`src/efh_pkg.sv`:
```
// constants, pin bundles and register map of the elastic fifo host controller
// assumes a 100 MHz clock and a fifo whose pins are wired straight to this block
package efh_pkg;

  localparam int CLK_NS      = 10;
  localparam int WORD_W      = 4;
  localparam int DEPTH       = 16;
  localparam int SYNC_STAGES = 2;
  localparam int ADDR_W      = 8;
  localparam int DATA_W      = 32;
  localparam int CNT_W       = 4;

  // pin timing figures in ns
  localparam int PUSH_WIDTH_NS  = 16;
  localparam int POP_WIDTH_NS   = 24;
  localparam int CLEAR_WIDTH_NS = 24;
  localparam int REMOVAL_NS     = 10;
  localparam int SETUP_NS       = 5;
  localparam int HOLD_NS        = 25;
  localparam int PUSH_FLAG_NS   = 42;
  localparam int POP_FLAG_NS    = 42;

  // least times round up, plus synchroniser latency where a flag is watched
  localparam logic [CNT_W-1:0] PUSH_WIDTH_CYC  = CNT_W'((PUSH_WIDTH_NS + CLK_NS - 1) / CLK_NS);
  localparam logic [CNT_W-1:0] POP_WIDTH_CYC   = CNT_W'((POP_WIDTH_NS + CLK_NS - 1) / CLK_NS);
  localparam logic [CNT_W-1:0] CLEAR_WIDTH_CYC = CNT_W'((CLEAR_WIDTH_NS + CLK_NS - 1) / CLK_NS);
  localparam logic [CNT_W-1:0] REMOVAL_CYC     = CNT_W'((REMOVAL_NS + CLK_NS - 1) / CLK_NS);
  localparam logic [CNT_W-1:0] SETUP_CYC       = CNT_W'((SETUP_NS + CLK_NS - 1) / CLK_NS);
  localparam logic [CNT_W-1:0] HOLD_CYC        = CNT_W'((HOLD_NS + CLK_NS - 1) / CLK_NS);
  localparam logic [CNT_W-1:0] PUSH_GUARD_CYC  =
    CNT_W'((PUSH_FLAG_NS + CLK_NS - 1) / CLK_NS + SYNC_STAGES + 1);
  localparam logic [CNT_W-1:0] POP_GUARD_CYC   =
    CNT_W'((POP_FLAG_NS + CLK_NS - 1) / CLK_NS + SYNC_STAGES + 1);

  // register byte addresses
  localparam logic [ADDR_W-1:0] REG_CTRL   = 8'h00;
  localparam logic [ADDR_W-1:0] REG_PUSH   = 8'h04;
  localparam logic [ADDR_W-1:0] REG_POP    = 8'h08;
  localparam logic [ADDR_W-1:0] REG_STATUS = 8'h0C;
  localparam logic [ADDR_W-1:0] REG_RXDATA = 8'h10;

  // field positions
  localparam int CTRL_FLOAT_BIT  = 0;
  localparam int CTRL_CLEAR_BIT  = 1;
  localparam int ST_SPACE_BIT    = 0;
  localparam int ST_VALID_BIT    = 1;
  localparam int ST_PUSHBUSY_BIT = 2;
  localparam int ST_POPBUSY_BIT  = 3;
  localparam int ST_RXREADY_BIT  = 4;
  localparam int ST_INIT_BIT     = 5;
  localparam int ST_CLRBUSY_BIT  = 6;

  localparam logic             FLOAT_RST = 1'b0;
  localparam logic [WORD_W-1:0] WORD_RST = 4'h0;

  typedef struct packed {
    logic              push;
    logic              pop_n;
    logic              clear_control;
    logic              out_float;
    logic [WORD_W-1:0] data_in;
  } efh_pins_out_s;

  typedef struct packed {
    logic              has_space;
    logic              output_valid_flag;
    logic [WORD_W-1:0] data_out;
  } efh_pins_in_s;

  localparam int PIN_IN_W = $bits(efh_pins_in_s);

  typedef enum logic [2:0] {
    P_IDLE  = 3'b000,
    P_WAIT  = 3'b001,
    P_SETUP = 3'b010,
    P_HIGH  = 3'b011,
    P_LOW   = 3'b100,
    P_GUARD = 3'b101
  } efh_push_e;

  typedef enum logic [1:0] {
    Q_IDLE  = 2'b00,
    Q_WAIT  = 2'b01,
    Q_LOW   = 2'b10,
    Q_GUARD = 2'b11
  } efh_pop_e;

  typedef enum logic [1:0] {
    C_IDLE   = 2'b00,
    C_PULSE  = 2'b01,
    C_REMOVE = 2'b10
  } efh_clr_e;

endpackage

```
`src/efh_sync.sv`:
```
// two-stage synchroniser for a bundle of pin inputs
// assumes each bit is a level that is sampled independently
module efh_sync #(
  parameter int W = 1
) (
  input  wire logic         clk,
  input  wire logic         srst,
  input  wire logic [W-1:0] d,
  output logic      [W-1:0] q
);
  logic [W-1:0] stage1;

  // stage1 feeds nothing but the second stage
  always_ff @(posedge clk) begin
    if (srst) begin
      stage1 <= '0;
      q      <= '0;
    end else begin
      stage1 <= d;
      q      <= stage1;
    end
  end
endmodule // efh_sync

```
`src/efh_host.sv`:
```
// host controller driving a 16x4 elastic fifo through its pins
// assumes the fifo pins connect directly and software uses the plain register port
// Notes on behaviour
// - push returns low between words
// - cascade: valid to push, space to pop
// - clear pulse before any transfer
// - wide words: AND flags, shared strobes
//
// Implementation choices: the register offsets and the plain strobed port.
module efh_host
  import efh_pkg::*;
(
  input  wire logic                clk,
  input  wire logic                srst,
  input  wire logic [ADDR_W-1:0]   addr,
  input  wire logic [DATA_W-1:0]   wdata,
  input  wire logic                wr,
  input  wire logic                rd,
  output logic      [DATA_W-1:0]   rdata,
  input  wire efh_pins_in_s        pins_in,
  output efh_pins_out_s            pins_out
);

  efh_pins_in_s     pin_s;
  logic [PIN_IN_W-1:0] pin_raw;
  logic [PIN_IN_W-1:0] pin_sync;

  efh_push_e        push_st;
  efh_pop_e         pop_st;
  efh_clr_e         clr_st;
  logic [CNT_W-1:0] push_cnt;
  logic [CNT_W-1:0] pop_cnt;
  logic [CNT_W-1:0] clr_cnt;
  logic [CNT_W-1:0] hold_cnt;

  logic              out_float;
  logic              clr_pend;
  logic              init_done;
  logic              pop_pend;
  logic [WORD_W-1:0] tx_word;
  logic [WORD_W-1:0] rx_word;
  logic              rx_ready;

  logic wr_ctrl;
  logic wr_push;
  logic wr_pop;
  logic rd_rx;
  logic strobes_quiet;
  logic clr_start;
  logic rx_take;

  assign pin_raw = pins_in;
  assign pin_s   = efh_pins_in_s'(pin_sync);

  // flags and data arrive from another timing world
  efh_sync #(
    .W (PIN_IN_W)
  ) u_sync (
    .clk  (clk),
    .srst (srst),
    .d    (pin_raw),
    .q    (pin_sync)
  );

  assign wr_ctrl = wr && (addr == REG_CTRL);
  assign wr_push = wr && (addr == REG_PUSH);
  assign wr_pop  = wr && (addr == REG_POP);
  assign rd_rx   = rd && (addr == REG_RXDATA);

  // clear only between strobes so no edge is cut short
  assign strobes_quiet = (push_st == P_IDLE || push_st == P_WAIT)
                      && (pop_st == Q_IDLE || pop_st == Q_WAIT);
  assign clr_start     = (clr_st == C_IDLE) && (clr_pend || !init_done) && strobes_quiet;
  // a clear starting this cycle must not overlap a pop pulse
  assign rx_take       = (pop_st == Q_WAIT) && (clr_st == C_IDLE) && !clr_start
                      && pin_s.output_valid_flag;

  always_ff @(posedge clk) begin
    if (srst) begin
      out_float <= FLOAT_RST;
    end else if (wr_ctrl) begin
      out_float <= wdata[CTRL_FLOAT_BIT];
    end
  end

  always_ff @(posedge clk) begin
    if (srst) begin
      clr_pend <= 1'b0;
    end else if (wr_ctrl && wdata[CTRL_CLEAR_BIT]) begin
      clr_pend <= 1'b1;
    end else if (clr_start) begin
      clr_pend <= 1'b0;
    end
  end

  // clear pulse, issued on its own after reset before any transfer and again on each clear request
  always_ff @(posedge clk) begin
    if (srst) begin
      clr_st    <= C_IDLE;
      clr_cnt   <= '0;
      init_done <= 1'b0;
    end else begin
      case (clr_st)
        C_IDLE: begin
          if (clr_start) begin
            clr_st  <= C_PULSE;
            clr_cnt <= CLEAR_WIDTH_CYC;
          end
        end
        C_PULSE: begin
          if (clr_cnt == CNT_W'(1)) begin
            clr_st  <= C_REMOVE;
            clr_cnt <= REMOVAL_CYC;
          end else begin
            clr_cnt <= clr_cnt - CNT_W'(1);
          end
        end
        C_REMOVE: begin
          if (clr_cnt == CNT_W'(1)) begin
            clr_st    <= C_IDLE;
            init_done <= 1'b1;
          end else begin
            clr_cnt <= clr_cnt - CNT_W'(1);
          end
        end
        default: clr_st <= C_IDLE;
      endcase
    end
  end

  always_ff @(posedge clk) begin
    if (srst) begin
      tx_word <= WORD_RST;
    end else if (wr_push && push_st == P_IDLE) begin
      tx_word <= wdata[WORD_W-1:0];
    end
  end

  // push sequence: wait for space, set up data, raise, lower, let flags settle
  always_ff @(posedge clk) begin
    if (srst) begin
      push_st  <= P_IDLE;
      push_cnt <= '0;
      hold_cnt <= '0;
    end else begin
      case (push_st)
        P_IDLE: begin
          if (wr_push) begin
            push_st <= P_WAIT;
          end
        end
        P_WAIT: begin
          // push stays low through clear so it cannot load a stray word
          if (pin_s.has_space && init_done && clr_st == C_IDLE && !clr_start) begin
            push_st  <= P_SETUP;
            push_cnt <= SETUP_CYC;
          end
        end
        P_SETUP: begin
          if (push_cnt == CNT_W'(1)) begin
            push_st  <= P_HIGH;
            push_cnt <= PUSH_WIDTH_CYC;
          end else begin
            push_cnt <= push_cnt - CNT_W'(1);
          end
        end
        P_HIGH: begin
          if (push_cnt == CNT_W'(1)) begin
            push_st  <= P_LOW;
            push_cnt <= PUSH_WIDTH_CYC;
            hold_cnt <= HOLD_CYC;
          end else begin
            push_cnt <= push_cnt - CNT_W'(1);
          end
        end
        P_LOW: begin
          if (hold_cnt != '0) begin
            hold_cnt <= hold_cnt - CNT_W'(1);
          end
          if (push_cnt == CNT_W'(1) && hold_cnt <= CNT_W'(1)) begin
            push_st  <= P_GUARD;
            push_cnt <= PUSH_GUARD_CYC;
          end else if (push_cnt > CNT_W'(1)) begin
            push_cnt <= push_cnt - CNT_W'(1);
          end
        end
        P_GUARD: begin
          // space dips after each accept; a stale high must not start another word
          if (push_cnt == CNT_W'(1)) begin
            push_st <= P_IDLE;
          end else begin
            push_cnt <= push_cnt - CNT_W'(1);
          end
        end
        default: push_st <= P_IDLE;
      endcase
    end
  end

  always_ff @(posedge clk) begin
    if (srst) begin
      pop_pend <= 1'b0;
    end else if (wr_pop && pop_st == Q_IDLE) begin
      pop_pend <= 1'b1;
    end else if (pop_st == Q_WAIT) begin
      pop_pend <= 1'b0;
    end
  end

  // pop sequence: wait for a word at the outputs, take it, pulse pop low
  always_ff @(posedge clk) begin
    if (srst) begin
      pop_st  <= Q_IDLE;
      pop_cnt <= '0;
    end else begin
      case (pop_st)
        Q_IDLE: begin
          if (pop_pend && init_done) begin
            pop_st <= Q_WAIT;
          end
        end
        Q_WAIT: begin
          if (rx_take) begin
            pop_st  <= Q_LOW;
            pop_cnt <= POP_WIDTH_CYC;
          end
        end
        Q_LOW: begin
          if (pop_cnt == CNT_W'(1)) begin
            pop_st  <= Q_GUARD;
            pop_cnt <= POP_GUARD_CYC;
          end else begin
            pop_cnt <= pop_cnt - CNT_W'(1);
          end
        end
        Q_GUARD: begin
          // valid drops after the pop; wait until that is visible here
          if (pop_cnt == CNT_W'(1)) begin
            pop_st <= Q_IDLE;
          end else begin
            pop_cnt <= pop_cnt - CNT_W'(1);
          end
        end
        default: pop_st <= Q_IDLE;
      endcase
    end
  end

  // data was settled before valid rose, both pass the same synchroniser
  always_ff @(posedge clk) begin
    if (srst) begin
      rx_word <= WORD_RST;
    end else if (rx_take) begin
      rx_word <= pin_s.data_out;
    end
  end

  // a new word wins over a read in the same cycle
  always_ff @(posedge clk) begin
    if (srst) begin
      rx_ready <= 1'b0;
    end else if (rx_take) begin
      rx_ready <= 1'b1;
    end else if (rd_rx) begin
      rx_ready <= 1'b0;
    end
  end

  always_ff @(posedge clk) begin
    if (srst) begin
      rdata <= '0;
    end else if (rd) begin
      case (addr)
        REG_CTRL: rdata <= {31'h0, out_float};
        REG_PUSH: rdata <= {28'h0, tx_word};
        REG_STATUS: begin
          rdata                  <= '0;
          rdata[ST_SPACE_BIT]    <= pin_s.has_space;
          rdata[ST_VALID_BIT]    <= pin_s.output_valid_flag;
          rdata[ST_PUSHBUSY_BIT] <= (push_st != P_IDLE);
          rdata[ST_POPBUSY_BIT]  <= (pop_st != Q_IDLE) || pop_pend;
          rdata[ST_RXREADY_BIT]  <= rx_ready;
          rdata[ST_INIT_BIT]     <= init_done;
          rdata[ST_CLRBUSY_BIT]  <= (clr_st != C_IDLE) || clr_pend;
        end
        REG_RXDATA: rdata <= {28'h0, rx_word};
        default:    rdata <= '0;
      endcase
    end else begin
      rdata <= '0;
    end
  end

  // pin drive; one word per push edge, the fifo ripples it stage by stage
  always_ff @(posedge clk) begin
    if (srst) begin
      pins_out.push          <= 1'b0;
      pins_out.pop_n         <= 1'b1;
      pins_out.clear_control <= 1'b0;
      pins_out.out_float     <= FLOAT_RST;
      pins_out.data_in       <= WORD_RST;
    end else begin
      pins_out.push          <= (push_st == P_HIGH);
      pins_out.pop_n         <= !(pop_st == Q_LOW);
      pins_out.clear_control <= (clr_st == C_PULSE);
      pins_out.out_float     <= out_float;
      pins_out.data_in       <= tx_word;
    end
  end

endmodule // efh_host

```
`config.mk`:
```
export PLATFORM = sky130hd
export DESIGN_NAME = efh_host
export DESIGN_NICKNAME = d
export VERILOG_FILES = /design/src/efh_pkg.sv /design/src/efh_sync.sv /design/src/efh_host.sv
export SDC_FILE = /design/constraint.sdc
export NUM_CORES = 1
export LEC_CHECK = 0
export ABC_AREA = 0
export BUFFER_PORTS_ARGS = -buffer_cell sky130_fd_sc_hd__buf_4
export CAP_MARGIN = 30
export CORE_ASPECT_RATIO = 0.5
export CORE_MARGIN = 10
export CORE_UTILIZATION = 27
export CTS_BUF_LIST = sky130_fd_sc_hd__clkbuf_4 sky130_fd_sc_hd__clkbuf_8
export CTS_CLUSTER_SIZE = 24
export DETAILED_ROUTE_END_ITERATION = 12
export GPL_ROUTABILITY_DRIVEN = 0
export GPL_TIMING_DRIVEN = 0
export PLACE_DENSITY_LB_ADDON = 0.2
export SLEW_MARGIN = 20
export SYNTH_ARGS = -nofsm -noshare
export SYNTH_HDL_FRONTEND = slang
export SYNTH_HIERARCHICAL = 1
export SYNTH_SLANG_ARGS = --single-unit
```
`constraint.sdc`:
```
create_clock -name clk -period 2.43 [get_ports clk]
set_input_delay 0.243 -clock clk [delete_from_list [all_inputs] [get_ports clk]]
set_output_delay 0.243 -clock clk [all_outputs]
set_load 0.1 [all_outputs]
```
==> impl_results.md, run 1 <==
* Post-synth ARST share at 0%
* Cts hold-fix bufs at 0
* Clock Latency Late Sink at 0.35 ns
* Worst r2r dst: clr_cnt[2]
* Static Leakage at 1.69 nW
* Layout Nets at 501
* Iteration-0 DRC count of the detailed router at 122
* Root Buffer: clkbuf_8
* R2R cell count at 7
* Die W at 176 um
* Cells along the critical path: clkbuf_2 > inv_1 > ha_1 > a31oi_4 > a221o_1 > or4b_1 > a31oi_1
* Hold endpoint: u_sync/stage1[4]
* Core area at 0.0118 mm^2
* RSZ-0062 raised after global routing: false
* Final design utilization at 34.2%
* Initial Util at 27.7%
* Area grow syn2layout at 23.5%
* Most frequent cells in the layout: 63 x dfxtp_1, 61 x buf_4, 45 x nor2_1, 25 x conb_1, 22 x inv_1
* Slowest stage delay, CP at 0.53 ns
* PD cells at 717 mW/mm^2
* Top Ports at 90
* Final Hold Fails at 0
* Die footprint at 0.0172 mm^2
* FP Rows at 28
* CP delay by family, top: compound AO/OA/AOI/OAI gates
* Final ANT Viol Nets at 0
* Setup crit end kind: flip-flop
* Total wire length at 7680 um
* Seq/Total Area, Yosys at 38.4%
* Final setup fails at 0
* Synth Cell Area at 0.00328 mm^2
* Clk pwr share at 33.0%
* Vias per cell at 4.29
* Avg Inst Size Synth at 9.09 um^2
* DR WL/cell at 12.8 um
* Clock Pin Slew Worst Setup and Hold Paths at 0.08 ns
* Setup_tns at 0 ns
* Flop-to-flop setup slack at 0.23 ns
* Tightest Hold Check Type: input pin to flip-flop
* Placed cells at 585
* Remaining global-route overflow at 0
* Synthesized instance count at 361
* CTS tree: yes
* Number of H-tree levels at 3
* Clk_skew at 0.00589 ns
* CP startpoint kind: flip-flop
* Fmax at 455 MHz
* Library cells used by synthesis at 59
* DR DRC count at 0
* Initial antenna violation count at 0
* Net Sw Power at 1.04 mW
* Clock Sink Count at 63
* CP max stage cell: or4b_1
* ANT cells at 0
* Commonest non-fill, non-tap cell in the layout: dfxtp_1
* Slew margin rel. at 48.7%
* Crit path buffers/inverters at 2
* Port bufs at 35
* Clock buffer count from CTS at 9
* Data required, critical path at 2.71 ns
* Reg power frac at 39.3%
* Status: finished, final reports clean
* Crit path DAT at 2.48 ns
* First-pass DRT Iterations at 4
* Worst setup path class: flip-flop to flip-flop
* Logic pwr share at 27.7%
* MaxCap Viol Count at 0
* Int Pwr at 1.86 mW
* Cell count of the worst hold path at 2
* Final Non-Filler Cells at 601
* Slew Limit Fails at 0
* Final worst path period need at 2.20 ns
* Ys flop type: dfxtp_1
* Hold path startpoint: pins_in[4]
* DP Wirelength at 5960 um
* DR vias at 2581
* VDD IR max at 336 uV
* Switching portion of total power at 35.9%
* Synth Warn # at 6
* Synth Register Bits at 63
* Global-route wire length before repair at 12700 um
* Number of synthesized flops with an enable pin at 0
* Gr usage total at 9.01%
* CTS Buffer Depth at 2
* Largest net degree at the start of global routing at 14
* Worst-margin pin slew at 0.768 ns
* Period utilization at 90.4%
* Vias in the first global route at 2512
* Die H at 98.0 um
* R2R Path Start: push_st[1]
* Max FO, Critical Path at 10
* Share of cells above drive strength 1 at 25.2%
## power by group through the flow
stage	clock network (mW)	registers [mW]	logic (mW)
after floorplan	0	1.19	0.636
after global placement	0	1.17	0.808
after detailed placement	0	1.17	0.806
after CTS	0.985	1.14	0.810
after global routing	1.02	1.15	0.909
final	0.959	1.14	0.807
## routing by layer
| layer | part of all wire (%) | track usage (%) | wire length (um) | vias to the layer above |
|---|---|---|---|---|
| li1 | - | - | - | 1344 |
| met1 | 51 | 11.6 | 3940 | 1180 |
| met2 | 42 | 13.3 | 3240 | 53 |
| met3 | 6.0 | 3.57 | 460 | 4 |
| met4 | 0.56 | 3.30 | 43 | 0 |
| met5 | 0 | 0 | 0 | - |
## state kept, by name, summed over array words and instances, names as in the netlist, 6 cells and up
signal and flops:
u_sync/q 6, pins_out 8, rdata 7, u_sync/stage1 6
## cell families after synthesis
group | count (synthesis) | synth area share, %
other cells | 1 | 0.114
simple gates | 133 | 22.3
xor+xnor | 4 | 1.07
flops | 63 | 38.4
buf+inv | 58 | 9.84
compound gates | 64 | 15.0
fa+ha+maj | 20 | 7.62
mux | 18 | 5.64
## how the worst max path moves through the flow
stage / startpoint / end / cells after the start
2_1_floorplan: push_st[1] / clr_cnt[2] / 7
3_3_place_gp: push_st[1] / push_cnt[3] / 8
3_5_place_dp: push_st[1] / push_cnt[3] / 8
4_1_cts: push_st[1] / push_cnt[3] / 8
5_1_grt: push_st[1] / push_cnt[2] / 8
6_report: push_st[1] / clr_cnt[2] / 7
## Yosys cell counts (all sizes together), types with 4 or more instances
master / instances / area [um^2]
a211oi: 6 / 45.0
a21oi: 16 / 80.1
a22oi: 4 / 30.0
a31oi: 6 / 52.6
buf: 27 / 206
clkbuf: 9 / 33.8
dfxtp: 63 / 1260
ha: 20 / 250
inv: 22 / 82.6
mux2: 4 / 45.0
mux2i: 14 / 140
nand2: 17 / 63.8
nand2b: 4 / 25.0
nand3: 8 / 40.0
nand3b: 4 / 30.0
nor2: 45 / 169
nor2b: 21 / 166
nor3: 11 / 55.1
nor3b: 4 / 30.0
o21ai: 7 / 35.0
or3b: 5 / 43.8
## area by class of cell
type                            instances  area [um^2]
Clock buffer                            9          124
Clock inverter                          7         80.1
Multi-Input combinational cell        264         1800
Sequential cell                        63         1260
Fill cell                            1280         7790
Inverter                               22         82.6
Timing Repair Buffer                   35          263
Buffer                                 36          241
Tap cell                              165          206
## through the flow
stage	worst slack [ns]	area [um^2]	power [mW]	hold WS [ns]
global route	0.0535	4050	3.08	0.0787
finish	0.233	4050	2.91	0.0974
global placement	0.110	3840	1.97	0.421
floorplan	0.408	3370	1.83	0.372
detailed placement	0.112	3840	1.97	0.429
CTS	0.0954	4050	2.94	0.0827
## what timing repair did
item | CTS | global route
gates resized for setup | 0 | 3
setup endpoints to repair | 0 | 5
setup buffers | 0 | 0
(Power assumes the default switching activity.)
==> run 2: changes to the inputs <==
--- a/config.mk
+++ b/config.mk
@@ -10,7 +10,7 @@
 export CAP_MARGIN = 30
 export CORE_ASPECT_RATIO = 0.5
 export CORE_MARGIN = 10
-export CORE_UTILIZATION = 27
+export CORE_UTILIZATION = 40
 export CTS_BUF_LIST = sky130_fd_sc_hd__clkbuf_4 sky130_fd_sc_hd__clkbuf_8
 export CTS_CLUSTER_SIZE = 24
 export DETAILED_ROUTE_END_ITERATION = 12
==> impl_results.md, run 2 (synthesized netlist as in run 1, its figures left out) <==
* Gr usage total at 12.3% (+3.2 points)
* Setup crit end kind: flip-flop
* Worst Hold Slack at 0.0962 ns (-0.00121 ns)
* Initial antenna violation count at 0 (unchanged)
* GR Util met3 at 5.03% (+1.5 points)
* DR DRC count at 0 (unchanged)
* Area grow syn2layout at 22.0%
* Clk_skew at 0.0123 ns (+0.00638 ns)
* Max FO, Critical Path at 6 (-4)
* Die W at 148 um (-16%)
* Clock Latency Late Sink at 0.36 ns (about the same)
* Worst-margin pin slew at 0.741 ns (-0.0278 ns)
* Cts hold-fix bufs at 0 (unchanged)
* Fmax at 436 MHz (-4.2%)
* Clock Sink Count at 63 (unchanged)
* ANT cells at 0 (unchanged)
* Final Hold Fails at 0 (unchanged)
* CP endpoint: push_cnt[0]
* Met1 usage at 16.5% (+5.0 points)
* Total wire length at 7310 um (-4.8%)
* Final setup fails at 0 (unchanged)
* Worst r2r dst: push_cnt[0]
* Fillers at 789 (-38%)
* Die H at 84.1 um (-14%)
* Slew margin rel. at 50.5% (+1.9 points)
* GR peak layer: met2
* RSZ-0062 raised after global routing: false
* Tightest Hold Check Type: input pin to flip-flop
* Final worst path period need at 2.29 ns (+0.0968 ns)
* Flop-to-flop setup slack at 0.14 ns (-0.10 ns)
* First-pass DRT Iterations at 4 (unchanged)
* FP Rows at 23 (-18%)
* CTS Buffer Depth at 2 (unchanged)
* Biggest regs: pins_out x8, rdata x7
* Port bufs at 35 (unchanged)
* Core area at 0.00800 mm^2 (-32%)
* Top Ports at 90 (unchanged)
* CP startpoint kind: flip-flop
* Clock buffer count from CTS at 9 (unchanged)
* Overall power at 2.99 mW (+2.8%)
* Clock Pin Slew Worst Setup and Hold Paths at 0.07 ns (about the same)
* CTS tree: yes
* Root Buffer: clkbuf_8
* Design Area, Final at 0.00400 mm^2 (-1.2%)
* Initial Util at 41.0% (+13 points)
* Static Leakage at 1.71 nW (+1.0%)
* Reg with most FFs: pins_out
* Global-route wire length before repair at 12400 um (-2.2%)
* Iteration-0 DRC count of the detailed router at 239 (+96%)
* Number of H-tree levels at 3 (unchanged)
* Die footprint at 0.0124 mm^2 (-28%)
* Slew Limit Fails at 0 (unchanged)
* Vias in the first global route at 2518 (+0.24%)
* Data required, critical path at 2.64 ns (-0.07 ns)
* Remaining global-route overflow at 0 (unchanged)
* DR WL/cell at 13.3 um (+4.4%)
* PD cells at 747 mW/mm^2 (+4.1%)
* Layout Nets at 501 (unchanged)
* DR vias at 2609 (+1.1%)
* Share of cells above drive strength 1 at 25.0% (-0.23 points)
* Worst Setup SP: push_cnt[0]
* VDD IR max at 348 uV (+3.5%)
* R2R Path Start: push_cnt[0]
* Vias per cell at 4.76 (+11%)
* Largest net degree at the start of global routing at 14 (unchanged)
* Period utilization at 94.4% (+4.0 points)
* DP Wirelength at 5570 um (-6.4%)
* Commonest non-fill, non-tap cell in the layout: dfxtp_1
* Largest register FFs at 8 (unchanged)
* Setup_tns at 0 ns (unchanged)
* Most frequent cells in the layout: 63 x dfxtp_1, 61 x buf_4, 45 x nor2_1, 25 x conb_1, 22 x inv_1
* Dpl cell area at 0.00377 mm^2 (-1.7%)
* Status: finished, final reports clean
* R2R cell count at 6 (-1)
* Hold path startpoint: pins_in[2]
* Worst setup path class: flip-flop to flip-flop
* Crit path DAT at 2.50 ns (+0.02 ns)
* Final ANT Viol Nets at 0 (unchanged)
* MaxCap Viol Count at 0 (unchanged)
* M2 GR Usage at 16.7% (+3.3 points)
## run 2: cell count changes in the layout (fill, tap and decap cells not counted)
cell / before / now
bufinv_16: 1 / 2
clkinv_4: 1 / 3
clkinvlp_4: 2 / 0
inv_6: 3 / 2
o41ai_1: 0 / 1
o41ai_2: 1 / 0
## run 2: power by group
group / switching (mW) / internal (mW) / leakage (nW)
Sequential: 0.0459 / 1.10 / 0.511
Combinational: 0.524 / 0.283 / 1.08
Clock: 0.450 / 0.589 / 0.114
Total: 1.02 / 1.97 / 1.71
## run 2: layout make-up
type | instances | area, um^2 | area share (%)
Timing Repair Buffer | 35 | 263 | 6.56
Buffer | 36 | 241 | 6.03
Inverter | 22 | 82.6 | 2.06
Sequential cell | 63 | 1260 | 31.5
Tap cell | 112 | 140 | 3.50
Clock buffer | 9 | 124 | 3.09
Clock inverter | 7 | 104 | 2.59
Multi-Input combinational cell | 264 | 1790 | 44.7
## run 2: how the worst min path moves through the flow
stage                        to  cells after the start
2_1_floorplan  u_sync/stage1[0]                      1
3_3_place_gp        u_sync/q[1]                      1
3_5_place_dp        u_sync/q[0]                      1
4_1_cts        u_sync/stage1[2]                      2
5_1_grt        u_sync/stage1[4]                      2
6_report       u_sync/stage1[2]                      2
## run 2: critical path, stage by stage, from the launching register on
cell and delay, ns:
dfxtp_1 0.40, ha_1 0.28, or4b_2 0.60, o41ai_1 0.48, nand2_1 0.14, a21oi_1 0.17
a211oi_1 0.08
## run 2: timing repair
action                     in CTS  in global routing
gates resized for setup         0                  2
buffers inserted                0                  0
setup endpoints to repair       0                  5
## run 2: metrics by stage
stage	cells	utilization [%]	setup WS (ns)
floorplan	385	-	0.408
global placement	532	47.2	0.140
detailed placement	532	47.2	0.166
CTS	548	50.0	0.134
global route	548	50.0	0.00943
finish	548	50.0	0.136
## run 2: layer usage
metal / up-vias / part of all wire, %
li1: 1340 / -
met1: 1197 / 52
met2: 66 / 40
met3: 6 / 7.4
met4: 0 / 0.92
met5: - / 0
